[src/hw/rpsb_pkg.sv]
/*
 * Constants for the radio parameter and sleep/session bank: command codes,
 * reset values, field decodes and timing counts.
 * Assumes a single 250 MHz clock and a command decoder outside the bank.
 */
// Overview of operation
// - Level query returns one read-only byte, 0x06 to 0x36, larger is stronger
// - Line function 0 unused, 1 binary programming select, 2 flow-control input
// - Stop-bit parameter 0 gives one stop bit, 1 gives two; resets to 0
// - Unit number is two read-only 16-bit words, each returned as two bytes
// - Sleep mode 0 never, 1 pin, 3 to 8 cyclic 0.5 to 16 seconds
// - Sleep mode resets to 0 so the unit stays awake
// - Cyclic sleep wakes, listens, syncs on initializer or else sleeps again
// - Idle time counted in tenths; doze once it reaches the idle delay
// - Idle timer acts only in cyclic sleep, otherwise has no effect
// - By default every sent packet carries hopping sync information
// - Nonzero hold keeps session open that many 100 ms after last packet
// - Sync information returns only after the session has expired
// - Hold 0, the reset value, puts sync data in every packet
package rpsb_pkg;
	// Command codes
	localparam logic [7:0] CMD_DOZE_MODE     = 8'h01;
	localparam logic [7:0] CMD_LINE_FUNC     = 8'h16;
	localparam logic [7:0] CMD_KEEP_OPEN     = 8'h17;
	localparam logic [7:0] CMD_RX_LEVEL      = 8'h1C;
	localparam logic [7:0] CMD_UNIT_UPPER    = 8'h25;
	localparam logic [7:0] CMD_UNIT_LOWER    = 8'h26;
	localparam logic [7:0] CMD_FRAME_END     = 8'h36;
	// Reset values
	localparam logic [7:0] DOZE_MODE_RST     = 8'h00;
	localparam logic [7:0] LINE_FUNC_RST     = 8'h00;
	localparam logic [7:0] KEEP_OPEN_RST     = 8'h00;
	localparam logic [7:0] FRAME_END_RST     = 8'h00;
	localparam logic [7:0] RX_LEVEL_RST      = 8'h06;
	// Field values
	localparam logic [7:0] RX_LEVEL_MIN      = 8'h06;
	localparam logic [7:0] RX_LEVEL_MAX      = 8'h36;
	localparam logic [7:0] LINE_UNUSED       = 8'h00;
	localparam logic [7:0] LINE_BIN_PROG     = 8'h01;
	localparam logic [7:0] LINE_FLOW_CTRL    = 8'h02;
	localparam logic [7:0] FRAME_END_MAX     = 8'h01;
	localparam int         FRAME_END_BIT     = 0;
	localparam logic [7:0] DOZE_NEVER        = 8'h00;
	localparam logic [7:0] DOZE_PIN          = 8'h01;
	localparam logic [7:0] DOZE_CYC_FIRST    = 8'h03;
	localparam logic [7:0] DOZE_CYC_LAST     = 8'h08;
	// Cyclic wake periods in tenths of a second
	localparam logic [7:0] WAKE_T_0P5        = 8'h05;
	localparam logic [7:0] WAKE_T_1          = 8'h0A;
	localparam logic [7:0] WAKE_T_2          = 8'h14;
	localparam logic [7:0] WAKE_T_4          = 8'h28;
	localparam logic [7:0] WAKE_T_8          = 8'h50;
	localparam logic [7:0] WAKE_T_16         = 8'hA0;
	// Response lengths in bytes
	localparam logic [1:0] RSP_LEN_NONE      = 2'h0;
	localparam logic [1:0] RSP_LEN_BYTE      = 2'h1;
	localparam logic [1:0] RSP_LEN_WORD      = 2'h2;
	// Timing: one tenth of a second (also the 100 ms session unit)
	localparam int         CLK_PERIOD_NS     = 4;
	localparam int         TENTH_NS          = 100_000_000;
	localparam int         TENTH_CYCLES      = TENTH_NS / CLK_PERIOD_NS;

	typedef enum logic [1:0] {
		RPSB_AWAKE  = 2'h0,
		RPSB_DOZE   = 2'h1,
		RPSB_LISTEN = 2'h3,
		RPSB_SYNC   = 2'h2
	} rpsb_state_e;
endpackage

[src/hw/rpsb_tick.sv]
/*
 * Divider producing a one-cycle enable every CYCLES clocks.
 * Assumes the shared clock and synchronous active-low reset.
 */
`timescale 1ns/1ns
module rpsb_tick
	import rpsb_pkg::*;
#(
	parameter int CYCLES = TENTH_CYCLES
)
(
	input  logic clock,   // System clock
	input  logic resetn,  // Synchronous reset
	output logic tick_r   // One-cycle enable
);
	logic [31:0] count_r;

	always_ff @(posedge clock)
	begin
		if (!resetn)
		begin
			count_r <= 32'h0;
			tick_r  <= 1'b0;
		end
		else if (count_r == 32'(CYCLES - 1))
		begin
			count_r <= 32'h0;
			tick_r  <= 1'b1;
		end
		else
		begin
			count_r <= count_r + 32'h1;
			tick_r  <= 1'b0;
		end
	end
endmodule

[src/hw/rpsb_bank.sv]
/*
 * Radio parameter bank: command port, line and framing decodes, sleep
 * controller with cyclic wake and idle timer, channel session hold timer.
 * Assumes commands arrive already parsed and synchronous to clock.
 */
`timescale 1ns/1ns
module rpsb_bank
	import rpsb_pkg::*;
#(
	parameter int          TICK_CYCLES = TENTH_CYCLES,
	parameter logic [15:0] UNIT_UPPER  = 16'h1234,  // Arbitrary value
	parameter logic [15:0] UNIT_LOWER  = 16'h5678   // Arbitrary value
)
(
	input  logic        clock,             // 250 MHz clock
	input  logic        resetn,            // Synchronous reset
	input  logic        cmd_valid,         // Command strobe
	input  logic        cmd_write,         // 1 write, 0 read
	input  logic [7:0]  cmd_code,          // Command code
	input  logic [15:0] cmd_wdata,         // Write parameter
	output logic        rsp_valid_r,       // Answer strobe
	output logic [15:0] rsp_data_r,        // Answer value
	output logic [1:0]  rsp_len_r,         // Answer byte count
	output logic        rsp_error_r,       // Unknown code, write to read-only code or bad value
	input  logic        rx_pkt,            // Packet received
	input  logic [7:0]  rx_level,          // Raw level of that packet
	input  logic        tx_pkt,            // Data packet about to be sent
	input  logic        tx_active,         // Transmitting
	input  logic        rx_active,         // Receiving
	input  logic [15:0] idle_delay_before_doze, // Tenths of a second
	input  logic        sleep_pin,         // Pin sleep request
	input  logic        wake_init_seen,    // Initializer detected
	input  logic        wake_init_done,    // Initializer finished
	output logic        bin_prog_en_r,     // Line is programming select
	output logic        flow_ctrl_en_r,    // Line is flow-control input
	output logic        two_stop_r,        // Two stop bits
	output logic        dozing_r,          // In sleep
	output logic        listening_r,       // Listening for initializer
	output logic        rx_start_r,        // Start receiving pulse
	output logic        session_open_r,    // Channel session open
	output logic        include_sync_r     // Send sync with this packet
);
	logic [7:0]  doze_mode_code;
	logic [7:0]  line_function_code;
	logic [7:0]  channel_keep_open_time;
	logic [7:0]  frame_end_bit_count;
	logic [7:0]  received_level_read;
	logic        tick;
	rpsb_state_e state_r;
	rpsb_state_e state_nxt;
	logic [15:0] idle_cnt_r;
	logic [7:0]  wake_cnt_r;
	logic [8:0]  sess_cnt_r;
	logic        cyclic;
	logic        activity;
	logic        wr;

	function automatic logic is_cyclic(input logic [7:0] m);
		return (m >= DOZE_CYC_FIRST) && (m <= DOZE_CYC_LAST);
	endfunction

	function automatic logic [7:0] wake_tenths(input logic [7:0] m);
		case (m)
			8'h03:   return WAKE_T_0P5;
			8'h04:   return WAKE_T_1;
			8'h05:   return WAKE_T_2;
			8'h06:   return WAKE_T_4;
			8'h07:   return WAKE_T_8;
			default: return WAKE_T_16;
		endcase
	endfunction

	function automatic logic [7:0] clamp_level(input logic [7:0] v);
		if (v < RX_LEVEL_MIN)
			return RX_LEVEL_MIN;
		else if (v > RX_LEVEL_MAX)
			return RX_LEVEL_MAX;
		else
			return v;
	endfunction

	rpsb_tick #(.CYCLES(TICK_CYCLES)) u_tick
	(
		.clock  (clock),
		.resetn (resetn),
		.tick_r (tick)
	);

	assign cyclic   = is_cyclic(doze_mode_code);
	assign activity = tx_active || rx_active;
	assign wr       = cmd_valid && cmd_write;

	// Writable parameters; out-of-range values are refused
	always_ff @(posedge clock)
	begin
		if (!resetn)
		begin
			doze_mode_code         <= DOZE_MODE_RST;
			line_function_code     <= LINE_FUNC_RST;
			channel_keep_open_time <= KEEP_OPEN_RST;
			frame_end_bit_count    <= FRAME_END_RST;
		end
		else if (wr)
		begin
			case (cmd_code)
				CMD_DOZE_MODE:
					if (cmd_wdata[15:8] == 8'h00 &&
						(cmd_wdata[7:0] <= DOZE_PIN || is_cyclic(cmd_wdata[7:0])))
						doze_mode_code <= cmd_wdata[7:0];
				CMD_LINE_FUNC:
					if (cmd_wdata <= 16'(LINE_FLOW_CTRL))
						line_function_code <= cmd_wdata[7:0];
				CMD_KEEP_OPEN:
					if (cmd_wdata[15:8] == 8'h00)
						channel_keep_open_time <= cmd_wdata[7:0];
				CMD_FRAME_END:
					if (cmd_wdata <= 16'(FRAME_END_MAX))
						frame_end_bit_count <= cmd_wdata[7:0];
				default:
					;  // Read-only and unknown codes store nothing
			endcase
		end
	end

	// Level of the last received packet, held inside its range
	always_ff @(posedge clock)
	begin
		if (!resetn)
			received_level_read <= RX_LEVEL_RST;
		else if (rx_pkt)
			received_level_read <= clamp_level(rx_level);
	end

	// Command answers, one cycle after the strobe
	always_ff @(posedge clock)
	begin
		if (!resetn)
		begin
			rsp_valid_r <= 1'b0;
			rsp_data_r  <= 16'h0;
			rsp_len_r   <= RSP_LEN_NONE;
			rsp_error_r <= 1'b0;
		end
		else
		begin
			rsp_valid_r <= cmd_valid;
			rsp_data_r  <= 16'h0;
			rsp_len_r   <= RSP_LEN_NONE;
			rsp_error_r <= 1'b0;
			if (cmd_valid)
			begin
				case (cmd_code)
					CMD_DOZE_MODE:  rsp_data_r <= {8'h00, doze_mode_code};
					CMD_LINE_FUNC:  rsp_data_r <= {8'h00, line_function_code};
					CMD_KEEP_OPEN:  rsp_data_r <= {8'h00, channel_keep_open_time};
					CMD_FRAME_END:  rsp_data_r <= {8'h00, frame_end_bit_count};
					CMD_RX_LEVEL:   rsp_data_r <= {8'h00, received_level_read};
					CMD_UNIT_UPPER: rsp_data_r <= UNIT_UPPER;
					CMD_UNIT_LOWER: rsp_data_r <= UNIT_LOWER;
					default:        rsp_error_r <= 1'b1;
				endcase
				if (!cmd_write)
				begin
					case (cmd_code)
						CMD_UNIT_UPPER, CMD_UNIT_LOWER: rsp_len_r <= RSP_LEN_WORD;
						CMD_DOZE_MODE, CMD_LINE_FUNC, CMD_KEEP_OPEN,
						CMD_FRAME_END, CMD_RX_LEVEL:    rsp_len_r <= RSP_LEN_BYTE;
						default:                        rsp_len_r <= RSP_LEN_NONE;
					endcase
				end
				else
				begin
					rsp_data_r <= 16'h0;
					case (cmd_code)
						CMD_DOZE_MODE:
							rsp_error_r <= !(cmd_wdata[15:8] == 8'h00 &&
								(cmd_wdata[7:0] <= DOZE_PIN || is_cyclic(cmd_wdata[7:0])));
						CMD_LINE_FUNC: rsp_error_r <= cmd_wdata > 16'(LINE_FLOW_CTRL);
						CMD_KEEP_OPEN: rsp_error_r <= cmd_wdata[15:8] != 8'h00;
						CMD_FRAME_END: rsp_error_r <= cmd_wdata > 16'(FRAME_END_MAX);
						default:       rsp_error_r <= 1'b1;
					endcase
				end
			end
		end
	end

	// Line function and framing decodes
	always_ff @(posedge clock)
	begin
		if (!resetn)
		begin
			bin_prog_en_r  <= 1'b0;
			flow_ctrl_en_r <= 1'b0;
			two_stop_r     <= 1'b0;
		end
		else
		begin
			bin_prog_en_r  <= line_function_code == LINE_BIN_PROG;
			flow_ctrl_en_r <= line_function_code == LINE_FLOW_CTRL;
			two_stop_r     <= frame_end_bit_count[FRAME_END_BIT];
		end
	end

	// Sleep controller
	always_comb
	begin
		state_nxt = state_r;
		case (state_r)
			RPSB_AWAKE:
				if (doze_mode_code == DOZE_PIN && sleep_pin)
					state_nxt = RPSB_DOZE;
				else if (cyclic && !activity && idle_cnt_r >= idle_delay_before_doze)
					state_nxt = RPSB_DOZE;
			RPSB_DOZE:
				if (doze_mode_code == DOZE_PIN)
					state_nxt = sleep_pin ? RPSB_DOZE : RPSB_AWAKE;
				else if (!cyclic)
					state_nxt = RPSB_AWAKE;
				else if (tick && wake_cnt_r + 8'h1 >= wake_tenths(doze_mode_code))
					state_nxt = RPSB_LISTEN;
			RPSB_LISTEN:
				if (!cyclic)
					state_nxt = RPSB_AWAKE;
				else if (wake_init_seen)
					state_nxt = RPSB_SYNC;
				else if (tick)
					state_nxt = RPSB_DOZE;
			RPSB_SYNC:
				if (!cyclic || wake_init_done)
					state_nxt = RPSB_AWAKE;
			default:
				state_nxt = RPSB_AWAKE;
		endcase
	end

	always_ff @(posedge clock)
	begin
		if (!resetn)
		begin
			state_r     <= RPSB_AWAKE;
			dozing_r    <= 1'b0;
			listening_r <= 1'b0;
			rx_start_r  <= 1'b0;
		end
		else
		begin
			state_r     <= state_nxt;
			dozing_r    <= state_nxt == RPSB_DOZE;
			listening_r <= state_nxt == RPSB_LISTEN;
			rx_start_r  <= state_r == RPSB_SYNC && state_nxt == RPSB_AWAKE && cyclic;
		end
	end

	// Idle timer in tenths, only while a cyclic mode is chosen
	always_ff @(posedge clock)
	begin
		if (!resetn || !cyclic || activity || state_r != RPSB_AWAKE)
			idle_cnt_r <= 16'h0;
		else if (tick && idle_cnt_r != 16'hFFFF)
			idle_cnt_r <= idle_cnt_r + 16'h1;
	end

	// Wake period counter while dozing
	always_ff @(posedge clock)
	begin
		if (!resetn || state_r != RPSB_DOZE)
			wake_cnt_r <= 8'h0;
		else if (tick)
			wake_cnt_r <= wake_cnt_r + 8'h1;
	end

	// Channel session hold, reloaded by each data packet
	// One spare unit, so the free-running tick never ends a session early
	always_ff @(posedge clock)
	begin
		if (!resetn)
			sess_cnt_r <= 9'h0;
		else if (tx_pkt || rx_pkt)
			sess_cnt_r <= (channel_keep_open_time == 8'h0) ? 9'h0 :
				{1'h0, channel_keep_open_time} + 9'h1;
		else if (tick && sess_cnt_r != 9'h0)
			sess_cnt_r <= sess_cnt_r - 9'h1;
	end

	always_ff @(posedge clock)
	begin
		if (!resetn)
		begin
			session_open_r <= 1'b0;
			include_sync_r <= 1'b1;
		end
		else
		begin
			session_open_r <= sess_cnt_r != 9'h0;
			if (tx_pkt)
				include_sync_r <= channel_keep_open_time == 8'h0 ||
					sess_cnt_r == 9'h0;
		end
	end

	// Checks
	a_level_range: assert property (@(posedge clock) disable iff (!resetn)
		received_level_read >= RX_LEVEL_MIN && received_level_read <= RX_LEVEL_MAX)
		else $error("received level out of range");
	a_line_decode: assert property (@(posedge clock) disable iff (!resetn)
		wr && cmd_code == CMD_LINE_FUNC && cmd_wdata == 16'h0002 |=> ##1 flow_ctrl_en_r
		&& !bin_prog_en_r)
		else $error("flow control not enabled after line code 2");
	a_stop_bits: assert property (@(posedge clock) disable iff (!resetn)
		wr && cmd_code == CMD_FRAME_END && cmd_wdata == 16'h0001 |=> ##1 two_stop_r)
		else $error("two stop bits not selected");
	a_unit_read: assert property (@(posedge clock) disable iff (!resetn)
		cmd_valid && !cmd_write && cmd_code == CMD_UNIT_UPPER |=>
		rsp_valid_r && rsp_data_r == UNIT_UPPER && rsp_len_r == RSP_LEN_WORD)
		else $error("unit number upper word answer wrong");
	a_never_sleep: assert property (@(posedge clock) disable iff (!resetn)
		doze_mode_code == DOZE_NEVER && state_r == RPSB_AWAKE |=> !dozing_r)
		else $error("dozing with sleep disabled");
	a_mode_reset: assert property (@(posedge clock)
		$rose(resetn) |-> doze_mode_code == DOZE_NEVER && !dozing_r)
		else $error("sleep mode not zero after reset");
	a_listen_miss: assert property (@(posedge clock) disable iff (!resetn)
		state_r == RPSB_LISTEN && cyclic && tick && !wake_init_seen |=>
		state_r == RPSB_DOZE && dozing_r)
		else $error("no return to sleep after empty listen");
	a_idle_doze: assert property (@(posedge clock) disable iff (!resetn)
		state_r == RPSB_AWAKE && cyclic && !activity &&
		idle_cnt_r >= idle_delay_before_doze |=> dozing_r)
		else $error("idle delay reached without sleep");
	a_timer_gate: assert property (@(posedge clock) disable iff (!resetn)
		!cyclic |=> idle_cnt_r == 16'h0)
		else $error("idle timer runs outside cyclic sleep");
	a_sync_omit: assert property (@(posedge clock) disable iff (!resetn)
		tx_pkt && channel_keep_open_time != 8'h0 && sess_cnt_r != 9'h0 |=> !include_sync_r)
		else $error("sync sent inside open session");
	a_session_end: assert property (@(posedge clock) disable iff (!resetn)
		sess_cnt_r == 9'h1 && tick && !tx_pkt && !rx_pkt |=> ##1 !session_open_r)
		else $error("session did not expire");
	a_sync_default: assert property (@(posedge clock) disable iff (!resetn)
		tx_pkt && channel_keep_open_time == 8'h0 |=> include_sync_r)
		else $error("sync missing with hold zero");
	a_ro_write: assert property (@(posedge clock) disable iff (!resetn)
		wr && cmd_code == CMD_RX_LEVEL && !rx_pkt |=> $stable(received_level_read)
		&& rsp_error_r)
		else $error("read-only level changed by write");

	c_cyclic_wake:   cover property (@(posedge clock) disable iff (!resetn)
		state_r == RPSB_SYNC ##1 rx_start_r);
	c_listen_miss:   cover property (@(posedge clock) disable iff (!resetn)
		state_r == RPSB_LISTEN ##1 state_r == RPSB_DOZE);
	c_sync_omitted:  cover property (@(posedge clock) disable iff (!resetn)
		tx_pkt ##1 !include_sync_r);
	c_pin_sleep:     cover property (@(posedge clock) disable iff (!resetn)
		doze_mode_code == DOZE_PIN && dozing_r);
endmodule

[config.mk]
export PLATFORM = sky130hd
export DESIGN_NAME = rpsb_bank
export DESIGN_NICKNAME = d
export VERILOG_FILES = /design/src/hw/rpsb_pkg.sv /design/src/hw/rpsb_tick.sv /design/src/hw/rpsb_bank.sv
export SDC_FILE = /design/constraint.sdc
export NUM_CORES = 1
export LEC_CHECK = 0
export ABC_AREA = 0
export BUFFER_PORTS_ARGS = -buffer_cell sky130_fd_sc_hd__buf_2
export CORE_MARGIN = 5
export CORE_UTILIZATION = 45
export CTS_BUF_LIST = sky130_fd_sc_hd__clkbuf_4 sky130_fd_sc_hd__clkbuf_8
export DETAILED_ROUTE_END_ITERATION = 6
export MAX_ROUTING_LAYER = met4
export PLACE_DENSITY = 0.65
export SLEW_MARGIN = 10
export SYNTH_ARGS = -nofsm -noshare
export SYNTH_HDL_FRONTEND = slang
export SYNTH_HIERARCHICAL = 1
export SYNTH_SLANG_ARGS = --single-unit
[constraint.sdc]
create_clock -name clock -period 2.7 [get_ports clock]
set_clock_uncertainty 0.2 [all_clocks]
set_input_delay 0.27 -clock clock [delete_from_list [all_inputs] [get_ports clock]]
set_output_delay 0.27 -clock clock [all_outputs]
set_load 0.005 [all_outputs]
==> results of run 1 <==
-- cells in the final DEF, fill, tap and decap left out, drive strengths merged, types with 6 or more instances in the layout --
cell type,n
a21boi,6
a21oi,23
a22oi,8
a31oi,13
and2,17
and3,20
and4,11
buf,107
clkbuf,22
dfxtp,130
dlygate4sd3,27
ha,30
inv,34
mux2i,20
nand2,63
nand2b,8
nand3,31
nand4,17
nor2,86
nor2b,24
nor3,24
nor4,21
nor4b,11
o211ai,6
o21ai,19
or3,6
xnor2,40
xor2,22
-- through the flow --
stage          cells  power [mW]  instance area (um2)
6_report        1090        3.77                 8070
5_1_grt         1090        3.93                 8070
4_1_cts         1090        3.81                 8020
3_5_place_dp    1029        2.17                 7330
3_3_place_gp    1029        2.17                 7330
2_1_floorplan    773        2.09                 6710
-- repair_timing --
action,4_1_cts,5_1_grt
pin swaps,2,2
hold buffers,27,0
buffers inserted,2,0
setup endpoints to repair,3,3
hold endpoints to repair,26,0
gates resized for setup,5,5
-- flip-flops by register name (all words and copies together) (netlist names), 2 cells and up --
signal	count
line_function_code	8
idle_cnt_r	16
wake_cnt_r	8
received_level_read	8
rsp_len_r	2
channel_keep_open_time	8
sess_cnt_r	9
doze_mode_code	8
rsp_data_r	10
frame_end_bit_count	8
state_r	2
u_tick/count_r	32
-- worst max-delay path: cells and delay by family (launching register included) --
family / cells / cell delay, ps
AND/OR/NAND/NOR: 6 / 1600
flip-flops: 1 / 320
adder cells (fa/ha/maj): 1 / 280
AO/OA/AOI/OAI: 2 / 190
buffers and inverters: 1 / 150
-- worst paths after layout --
path / endpoint / from / cells after the start / slack [ps]
min: rsp_data_r[6] / cmd_code[5] / 3 / 50
max: listening_r / doze_mode_code[4] / 10 / -130
min reg2reg: frame_end_bit_count[3] / frame_end_bit_count[3] / 1 / 260
max reg2reg: listening_r / doze_mode_code[4] / 10 / -130
-- where the power goes --
part | leakage, nW | switching (mW) | internal [mW] | total [mW]
logic | 1.92 | 0.108 | 0.107 | 0.215
clock network | 0.194 | 0.745 | 0.864 | 1.61
registers | 1.05 | 0.0130 | 1.93 | 1.95
total | 3.16 | 0.866 | 2.90 | 3.77
-- final cells by class --
class | count | area (um2)
multi-input combinational | 576 | 3850
fill | 1432 | 6470
clock inverter | 10 | 111
clock buffer | 22 | 272
sequential | 130 | 2600
inverter | 34 | 128
tap | 184 | 230
timing repair buffer | 134 | 868
-- per-layer routing --
| metal | share of wire | vias to the layer above |
|---|---|---|
| met5 | 0 | - |
| met4 | 0.0098 | 0 |
| met3 | 0.047 | 9 |
| met2 | 0.47 | 116 |
| met1 | 0.47 | 2666 |
| li1 | - | 2973 |
-- kinds of logic (layout without fill, tap and decap cells) --
group                      after synthesis  in the layout  synth area share
xor gates and xnor gates                62             62            0.0812
DFF                                    130            130             0.389
muxes                                   20             20            0.0299
adders and majority gates               30             30            0.0561
other                                    1              4          0.000561
buffers and inverters                   67            200            0.0477
and+or+nand+nor                        354            354             0.287
AOI/OAI and AO/OA                      106            106             0.108
==> summary.txt, run 1 <==
GPL Wtd Cong: 0.827
CP Class: reg -> reg
Share of layout cells above drive strength 1: 0.185
Final period util: 1.05
Async SR Flop Fraction: 0
Total GRT Usage: 0.180
CTS buffer count: 17
Nets@finish: 982
Ranking of synthesized cells by area: dfxtp_1 39%, ha_1 5.6%, xnor2_1 5.2%
Latest clock arrival within the worst-skew pair: 440 ps
Root cell of the clock tree: clkbuf_8
Synth top cells by count: 130 x dfxtp_1, 86 x nor2_1, 63 x nand2_1
Most frequent cell after synthesis: dfxtp_1
Share of the synthesized area in the top cell type: 0.389
Core area: 0.0145 mm2
Top FF cell, synth: dfxtp_1
Die Footprint: 0.0174 mm2
First-pass GRT wire length: 25600 um
Slowest Stage Delay on Critical Path: 550 ps
H-tree depth: 4
Slew headroom: 0.607
Setup TNS: -226 ps
RSZ-0062 raised after global routing: true
Worst setup margin: -131 ps
Slowest-stage cell, CP: or4_4
Clock period minus worst slack: 2830 ps
Final Hold Viols: 0
Met3 Use GR: 0.0511
Worst IR drop on VDD: 0.442 mV
Clk slew on worst S/H paths: 70 ps
Gr busiest metal: met2
Vias in the first global route: 5376
Total grt overflow: 0
Met2 global-route usage: 0.282
DRC Markers: 0
CTS tree: yes
Clock tree buffer depth: 2
Met1 Use GR: 0.224
Mapped Cells: 770
Initial Utilization: 0.460
HPWL Detailed: 11000 um
I/O pins: 87
DR vias: 5764
CP Launch Type: register
Register area share after synthesis: 0.389
HP Class: in -> reg
Synth Warn #: 6
Drt pass-1 iters: 6
Critical path arrival: 2990 ps
Initial antenna violation count: 0
Die width: 132 um
DRT Wirelength: 15400 um
Largest net degree at the start of global routing: 27
Top cell type by total area after synthesis: dfxtp_1
Row count: 44
Status: complete, but fails checks
Crit path capture type: register
Worst EP required: 2860 ps
Power density over the cells: 467 mW/mm2
Routed vias/inst: 5.29
Crit Path Max Fanout: 3
#FFs+latches synth: 130
Final Max Slew Viols: 0
First DRT Iteration DRCs: 373
Synth unique cells: 70
Die H: 132 um
Slew at the pin closest to its max-slew limit: 583 ps
Diode count: 0
Max Cap Viol: 0
Final core occ: 0.555
Max Clock Freq: 0.353 GHz
# clock sinks: 130
Netlist Area Pre-Place: 0.00669 mm2
# setup viols final: 3
I/O Buffers: 82
Violated checks: negative setup slack
Hold WS: 45.5 ps
Wirelength per Cell: 14.1 um
Pre-CTS setup slack: -78.9 ps
Post-synth EDFFs: 0
P_leak: 3.16 nW
Area growth, synth to finish: 20.6%
CP Cell Sequence: or4_4 > nor2_4 > nand2_2 > or3_4 > ha_4 > a2111oi_4 > nor4_1 > o21ai_1 > buf_4 > nor4_2
Syn_area_per_cell: 8.69 um2
Final ANT Viol Nets: 0
Power figures use the tool's default switching activity.
==> run 2, diff against run 1 <==
- clock period: 2.7 -> 2.3 ns (I/O delays scaled with it)
==> summary.txt, run 2 (synthesis results as in run 1) <==
Final Non-Filler Cells: 1120 (+2.8%)
Clk slew on worst S/H paths: 80 ps (about the same)
Multi-input gate area: 0.00386 mm2 (+0.23%)
Pre-CTS setup slack: -432 ps (-353 ps)
Routed vias/inst: 5.22 (-1.4%)
Setup TNS: -1200 ps (-973 ps)
Slew at the pin closest to its max-slew limit: 515 ps (-68.4 ps)
Filler cells: 1320 (-7.8%)
Crit path capture type: register
Reg2reg end: state_r[1]
Root cell of the clock tree: clkbuf_8
CP Launch Type: register
Slowest Stage Delay on Critical Path: 550 ps (about the same)
DRT Wirelength: 15700 um (+1.9%)
CP Cell Sequence: or4_4 > nor2_4 > and4b_1 > ha_1 > nand2b_4 > a2111oi_4 > nor4_1 > o21ai_1 > buf_4 > nor3_1
RSZ-0062 raised after global routing: true
Worst EP required: 2430 ps (-430 ps)
Die Footprint: 0.0174 mm2 (unchanged)
Slew headroom: 0.654 (+0.0469)
Violated checks: negative setup slack
Power density over the cells: 533 mW/mm2 (+14%)
P_leak: 3.31 nW (+4.6%)
Flop-to-flop setup slack: -410 ps (-280 ps)
CTS buffer count: 17 (unchanged)
Diode count: 0 (unchanged)
Wirelength per Cell: 14.0 um (-0.79%)
CP Class: reg -> reg
Most common cell after layout, fill and taps aside: dfxtp_1
Reg area: 0.00260 mm2 (unchanged)
Total power draw: 4.45 mW (+18%)
First DRT Iteration DRCs: 314 (-16%)
Final period util: 1.18 (+0.131)
Worst hold endpoint: received_level_read[3]
Core area: 0.0145 mm2 (unchanged)
HP Class: in -> reg
Hold path cells: 3 (unchanged)
Die H: 132 um (unchanged)
Max reg flops: 32 (unchanged)
Regs by FF count: u_tick/count_r (32), idle_cnt_r (16), rsp_data_r (10)
Final ANT Viol Nets: 0 (unchanged)
Max Clock Freq: 0.369 GHz (+4.4%)
Placed Cells: 1049 (+1.9%)
Largest net degree at the start of global routing: 30 (+11%)
Drt pass-1 iters: 4 (-2)
Critical path's top delay family: simple AND/OR/NAND/NOR gates
Total grt overflow: 0 (unchanged)
Area growth, synth to finish: 24.9%
CP Launch Point: doze_mode_code[4]
Final Max Slew Viols: 0 (unchanged)
Nets@finish: 1012 (+3.1%)
# setup viols final: 3 (unchanged)
DRC Markers: 0 (unchanged)
Row count: 44 (unchanged)
Worst IR drop on VDD: 0.326 mV (-26%)
Clock tree buffer depth: 2 (unchanged)
I/O Buffers: 82 (unchanged)
Clock period minus worst slack: 2710 ps (-118 ps)
First-pass GRT wire length: 26600 um (+4.0%)
Vias in the first global route: 5581 (+3.8%)
H-tree depth: 4 (unchanged)
# clock sinks: 130 (unchanged)
Most frequent cells in the layout: 129 x dfxtp_1, 85 x nor2_1, 82 x buf_2
R2R cell count: 10 (unchanged)
HP Start: rx_pkt
Critical path arrival: 2840 ps (-150 ps)
GPL Wtd Cong: 0.843 (+2.0%)
Biggest register: u_tick/count_r
Final Hold Viols: 0 (unchanged)
Worst setup margin: -413 ps (-282 ps)
Die width: 132 um (unchanged)
Initial Utilization: 0.460 (unchanged)
Max Cap Viol: 0 (unchanged)
Total GRT Usage: 0.185 (+0.00514)
Crit Path Max Fanout: 3 (unchanged)
Latest clock arrival within the worst-skew pair: 440 ps (about the same)
Worst reg2reg path startpoint: doze_mode_code[4]
CTS tree: yes
HPWL Detailed: 11100 um (+0.49%)
Count of buffer and inverter cells on the critical path: 1 (unchanged)
Status: complete, but fails checks
Initial antenna violation count: 0 (unchanged)
DR vias: 5842 (+1.4%)
Share of layout cells above drive strength 1: 0.202 (+0.0165)
Slowest-stage cell, CP: or4_4
I/O pins: 87 (unchanged)
## run 2: per-stage QoR
stage,area [um2],utilization,hold WS (ps)
3_3_place_gp,7500,0.516,242
4_1_cts,8310,0.572,25.1
2_1_floorplan,6710,-,149
3_5_place_dp,7500,0.516,247
5_1_grt,8350,0.575,38.6
6_report,8350,0.575,49.8
## run 2: worst min-delay path: stages
cell	delay, ps
buf_2	210
nand2b_1	130
a21boi_0	70
## run 2: layout make-up
type	instances	share of cell area
sequential	130	0.312
clock buffer	24	0.0380
multi-input combinational	576	0.462
tap	184	0.0276
inverter	34	0.0153
timing repair buffer	164	0.136
clock inverter	8	0.00914
## run 2: worst max-delay path by stage
| stage | end | slack (ps) | cells past startpoint |
|---|---|---|---|
| after CTS | listening_r | -400 | 11 |
| after global placement | listening_r | -390 | 10 |
| after detailed placement | state_r[1] | -430 | 10 |
| final | state_r[1] | -410 | 10 |
| after global routing | state_r[1] | -550 | 10 |
| after floorplan | dozing_r | -380 | 10 |
## run 2: layer usage
metal,wire length (um),vias to the layer above,track usage
met2,7280,115,0.286
met4,249,0,0.0634
met5,0,-,-
met3,672,20,0.0466
li1,-,3030,-
met1,7470,2677,0.237
## run 2: power breakdown
| group | leakage, nW | internal, mW | switching [mW] |
|---|---|---|---|
| clock | 0.198 | 1.02 | 0.879 |
| combinational | 2.06 | 0.140 | 0.132 |
| sequential | 1.05 | 2.27 | 0.0151 |
## run 2: what timing repair did
action,4_1_cts,5_1_grt
hold buffers,38,0
hold endpoints to repair,41,0
pin swaps,0,4
setup buffers,1,0
endpoints found under the setup margin,3,13
gates resized for setup,5,9
==> run 3, diff against run 2 <==
- CORE_ASPECT_RATIO: not set -> 1.5
==> summary.txt, run 3 (synthesis results as in run 1) <==
First-pass GRT wire length: 26800 um (+0.91%)
Worst IR drop on VDD: 0.283 mV (-13%)
Vias in the first global route: 5891 (+5.6%)
Slew at the pin closest to its max-slew limit: 520 ps (+4.66 ps)
Filler cells: 1389 (+5.2%)
HPWL Detailed: 12000 um (+8.0%)
Power density over the cells: 541 mW/mm2 (+1.5%)
RSZ-0062 raised after global routing: true
Final core occ: 0.567 (-0.00751)
Pre-CTS setup slack: -423 ps (+8.89 ps)
HP Class: in -> reg
Final Hold Viols: 0 (unchanged)
Die Footprint: 0.0174 mm2 (+0.29%)
H-tree depth: 4 (unchanged)
Total power draw: 4.48 mW (+0.63%)
Wirelength per Cell: 14.4 um (+3.1%)
Initial Utilization: 0.458 (-0.00189)
Placed Cells: 1065 (+1.5%)
CP Class: reg -> reg
Total grt overflow: 0 (unchanged)
I/O Buffers: 82 (unchanged)
Die H: 159 um (+21%)
Most frequent cells in the layout: 130 x dfxtp_1, 85 x nor2_1, 82 x buf_2
DRT Wirelength: 16200 um (+3.6%)
Clk slew on worst S/H paths: 70 ps (about the same)
# clock sinks: 130 (unchanged)
Worst setup margin: -419 ps (-6.82 ps)
Violated checks: negative setup slack
Most common cell after layout, fill and taps aside: dfxtp_1
Total GRT Usage: 0.194 (+0.00867)
P_leak: 3.28 nW (-0.65%)
DRC Markers: 0 (unchanged)
Worst reg2reg path startpoint: doze_mode_code[4]
Max Clock Freq: 0.368 GHz (-0.25%)
Crit Path Max Fanout: 3 (unchanged)
CP Launch Type: register
Nets@finish: 1006 (-0.59%)
Status: complete, but fails checks
GPL Wtd Cong: 0.875 (+3.7%)
Area growth, synth to finish: 23.8%
Row count: 54 (+23%)
Share of layout cells above drive strength 1: 0.205 (+0.00260)
Max Cap Viol: 0 (unchanged)
CP Launch Point: doze_mode_code[4]
Slew headroom: 0.651 (-0.00313)
CTS buffer count: 17 (unchanged)
Core area: 0.0146 mm2 (+0.41%)
Biggest register: u_tick/count_r
I/O pins: 87 (unchanged)
# setup viols final: 3 (unchanged)
First DRT Iteration DRCs: 287 (-8.6%)
Final period util: 1.18 (+0.00297)
Final Non-Filler Cells: 1125 (+0.45%)
Final ANT Viol Nets: 0 (unchanged)
Crit path capture type: register
Die width: 110 um (-17%)
Flop-to-flop setup slack: -420 ps (about the same)
HP Start: sleep_pin
Worst EP required: 2400 ps (-30 ps)
Regs by FF count: u_tick/count_r (32), idle_cnt_r (16), rsp_data_r (10)
Clock period minus worst slack: 2720 ps (+6.82 ps)
Latest clock arrival within the worst-skew pair: 430 ps (about the same)
Largest net degree at the start of global routing: 56 (+87%)
Initial antenna violation count: 0 (unchanged)
Root cell of the clock tree: clkbuf_8
Max reg flops: 32 (unchanged)
Clock tree buffer depth: 2 (unchanged)
Critical path arrival: 2820 ps (-20 ps)
Diode count: 0 (unchanged)
CTS tree: yes
DR vias: 5956 (+2.0%)
Routed vias/inst: 5.29 (+1.5%)
Final Max Slew Viols: 0 (unchanged)
Drt pass-1 iters: 4 (unchanged)
[run 3: cell types whose count changed in the layout (fill, tap and decap cells not counted), moves of 2 or more]
cell           previous run  this run
dlygate4sd3_1            38        28
buf_4                    42        47
clkbuf_8                 22        17
clkinv_4                  1         5
clkbuf_4                  2         0
inv_6                     0         2
[run 3: worst max-delay path, stage by stage (launching register included)]
cell	delay, ps
dfxtp_1	310
or4_4	560
nor2_4	130
and4b_1	250
ha_1	250
nand2b_4	150
a2111oi_4	330
nor4_1	70
o21ai_1	170
buf_4	150
nor3_2	30
[run 3: worst paths after layout]
check	to	depth (start not counted)
max	state_r[1]	10
min	state_r[0]	3
max reg2reg	state_r[1]	10
min reg2reg	frame_end_bit_count[5]	1
[run 3: power by group]
group / total [mW] / leakage (nW) / switching, mW / internal [mW]
Clock: 1.93 / 0.194 / 0.960 / 0.974
Combinational: 0.263 / 2.04 / 0.131 / 0.132
Sequential: 2.28 / 1.05 / 0.0154 / 2.27
[run 3: what timing repair did]
item | 4_1_cts | 5_1_grt
hold buffers | 28 | 0
buffers inserted | 1 | 0
pin swaps | 1 | 0
hold endpoints to repair | 29 | 0
resized for setup | 5 | 4
setup endpoints to repair | 3 | 13
[run 3: metrics by stage]
stage | setup TNS [ps] | area, um2 | hold slack [ps]
2_1_floorplan | -930 | 6710 | 149
3_3_place_gp | -1220 | 7540 | 242
3_5_place_dp | -1260 | 7540 | 245
4_1_cts | -1220 | 8260 | 0.671
5_1_grt | -1600 | 8280 | 27.6
6_report | -1230 | 8280 | 38.2
[run 3: layout make-up]
class / instances / area (um2) / area share
clock buffers: 17 / 234 / 0.0283
clock inverters: 14 / 158 / 0.0190
inverters: 34 / 128 / 0.0154
multi-input cells: 576 / 3850 / 0.465
flip-flops and latches: 130 / 2600 / 0.314
well taps: 196 / 245 / 0.0296
repair buffers: 158 / 1060 / 0.128
[run 3: layer usage]
layer / track usage / part of all wire
met3: 0.0308 / 0.039
met2: 0.358 / 0.54
met1: 0.194 / 0.39
met5: - / 0
met4: 0.0856 / 0.032
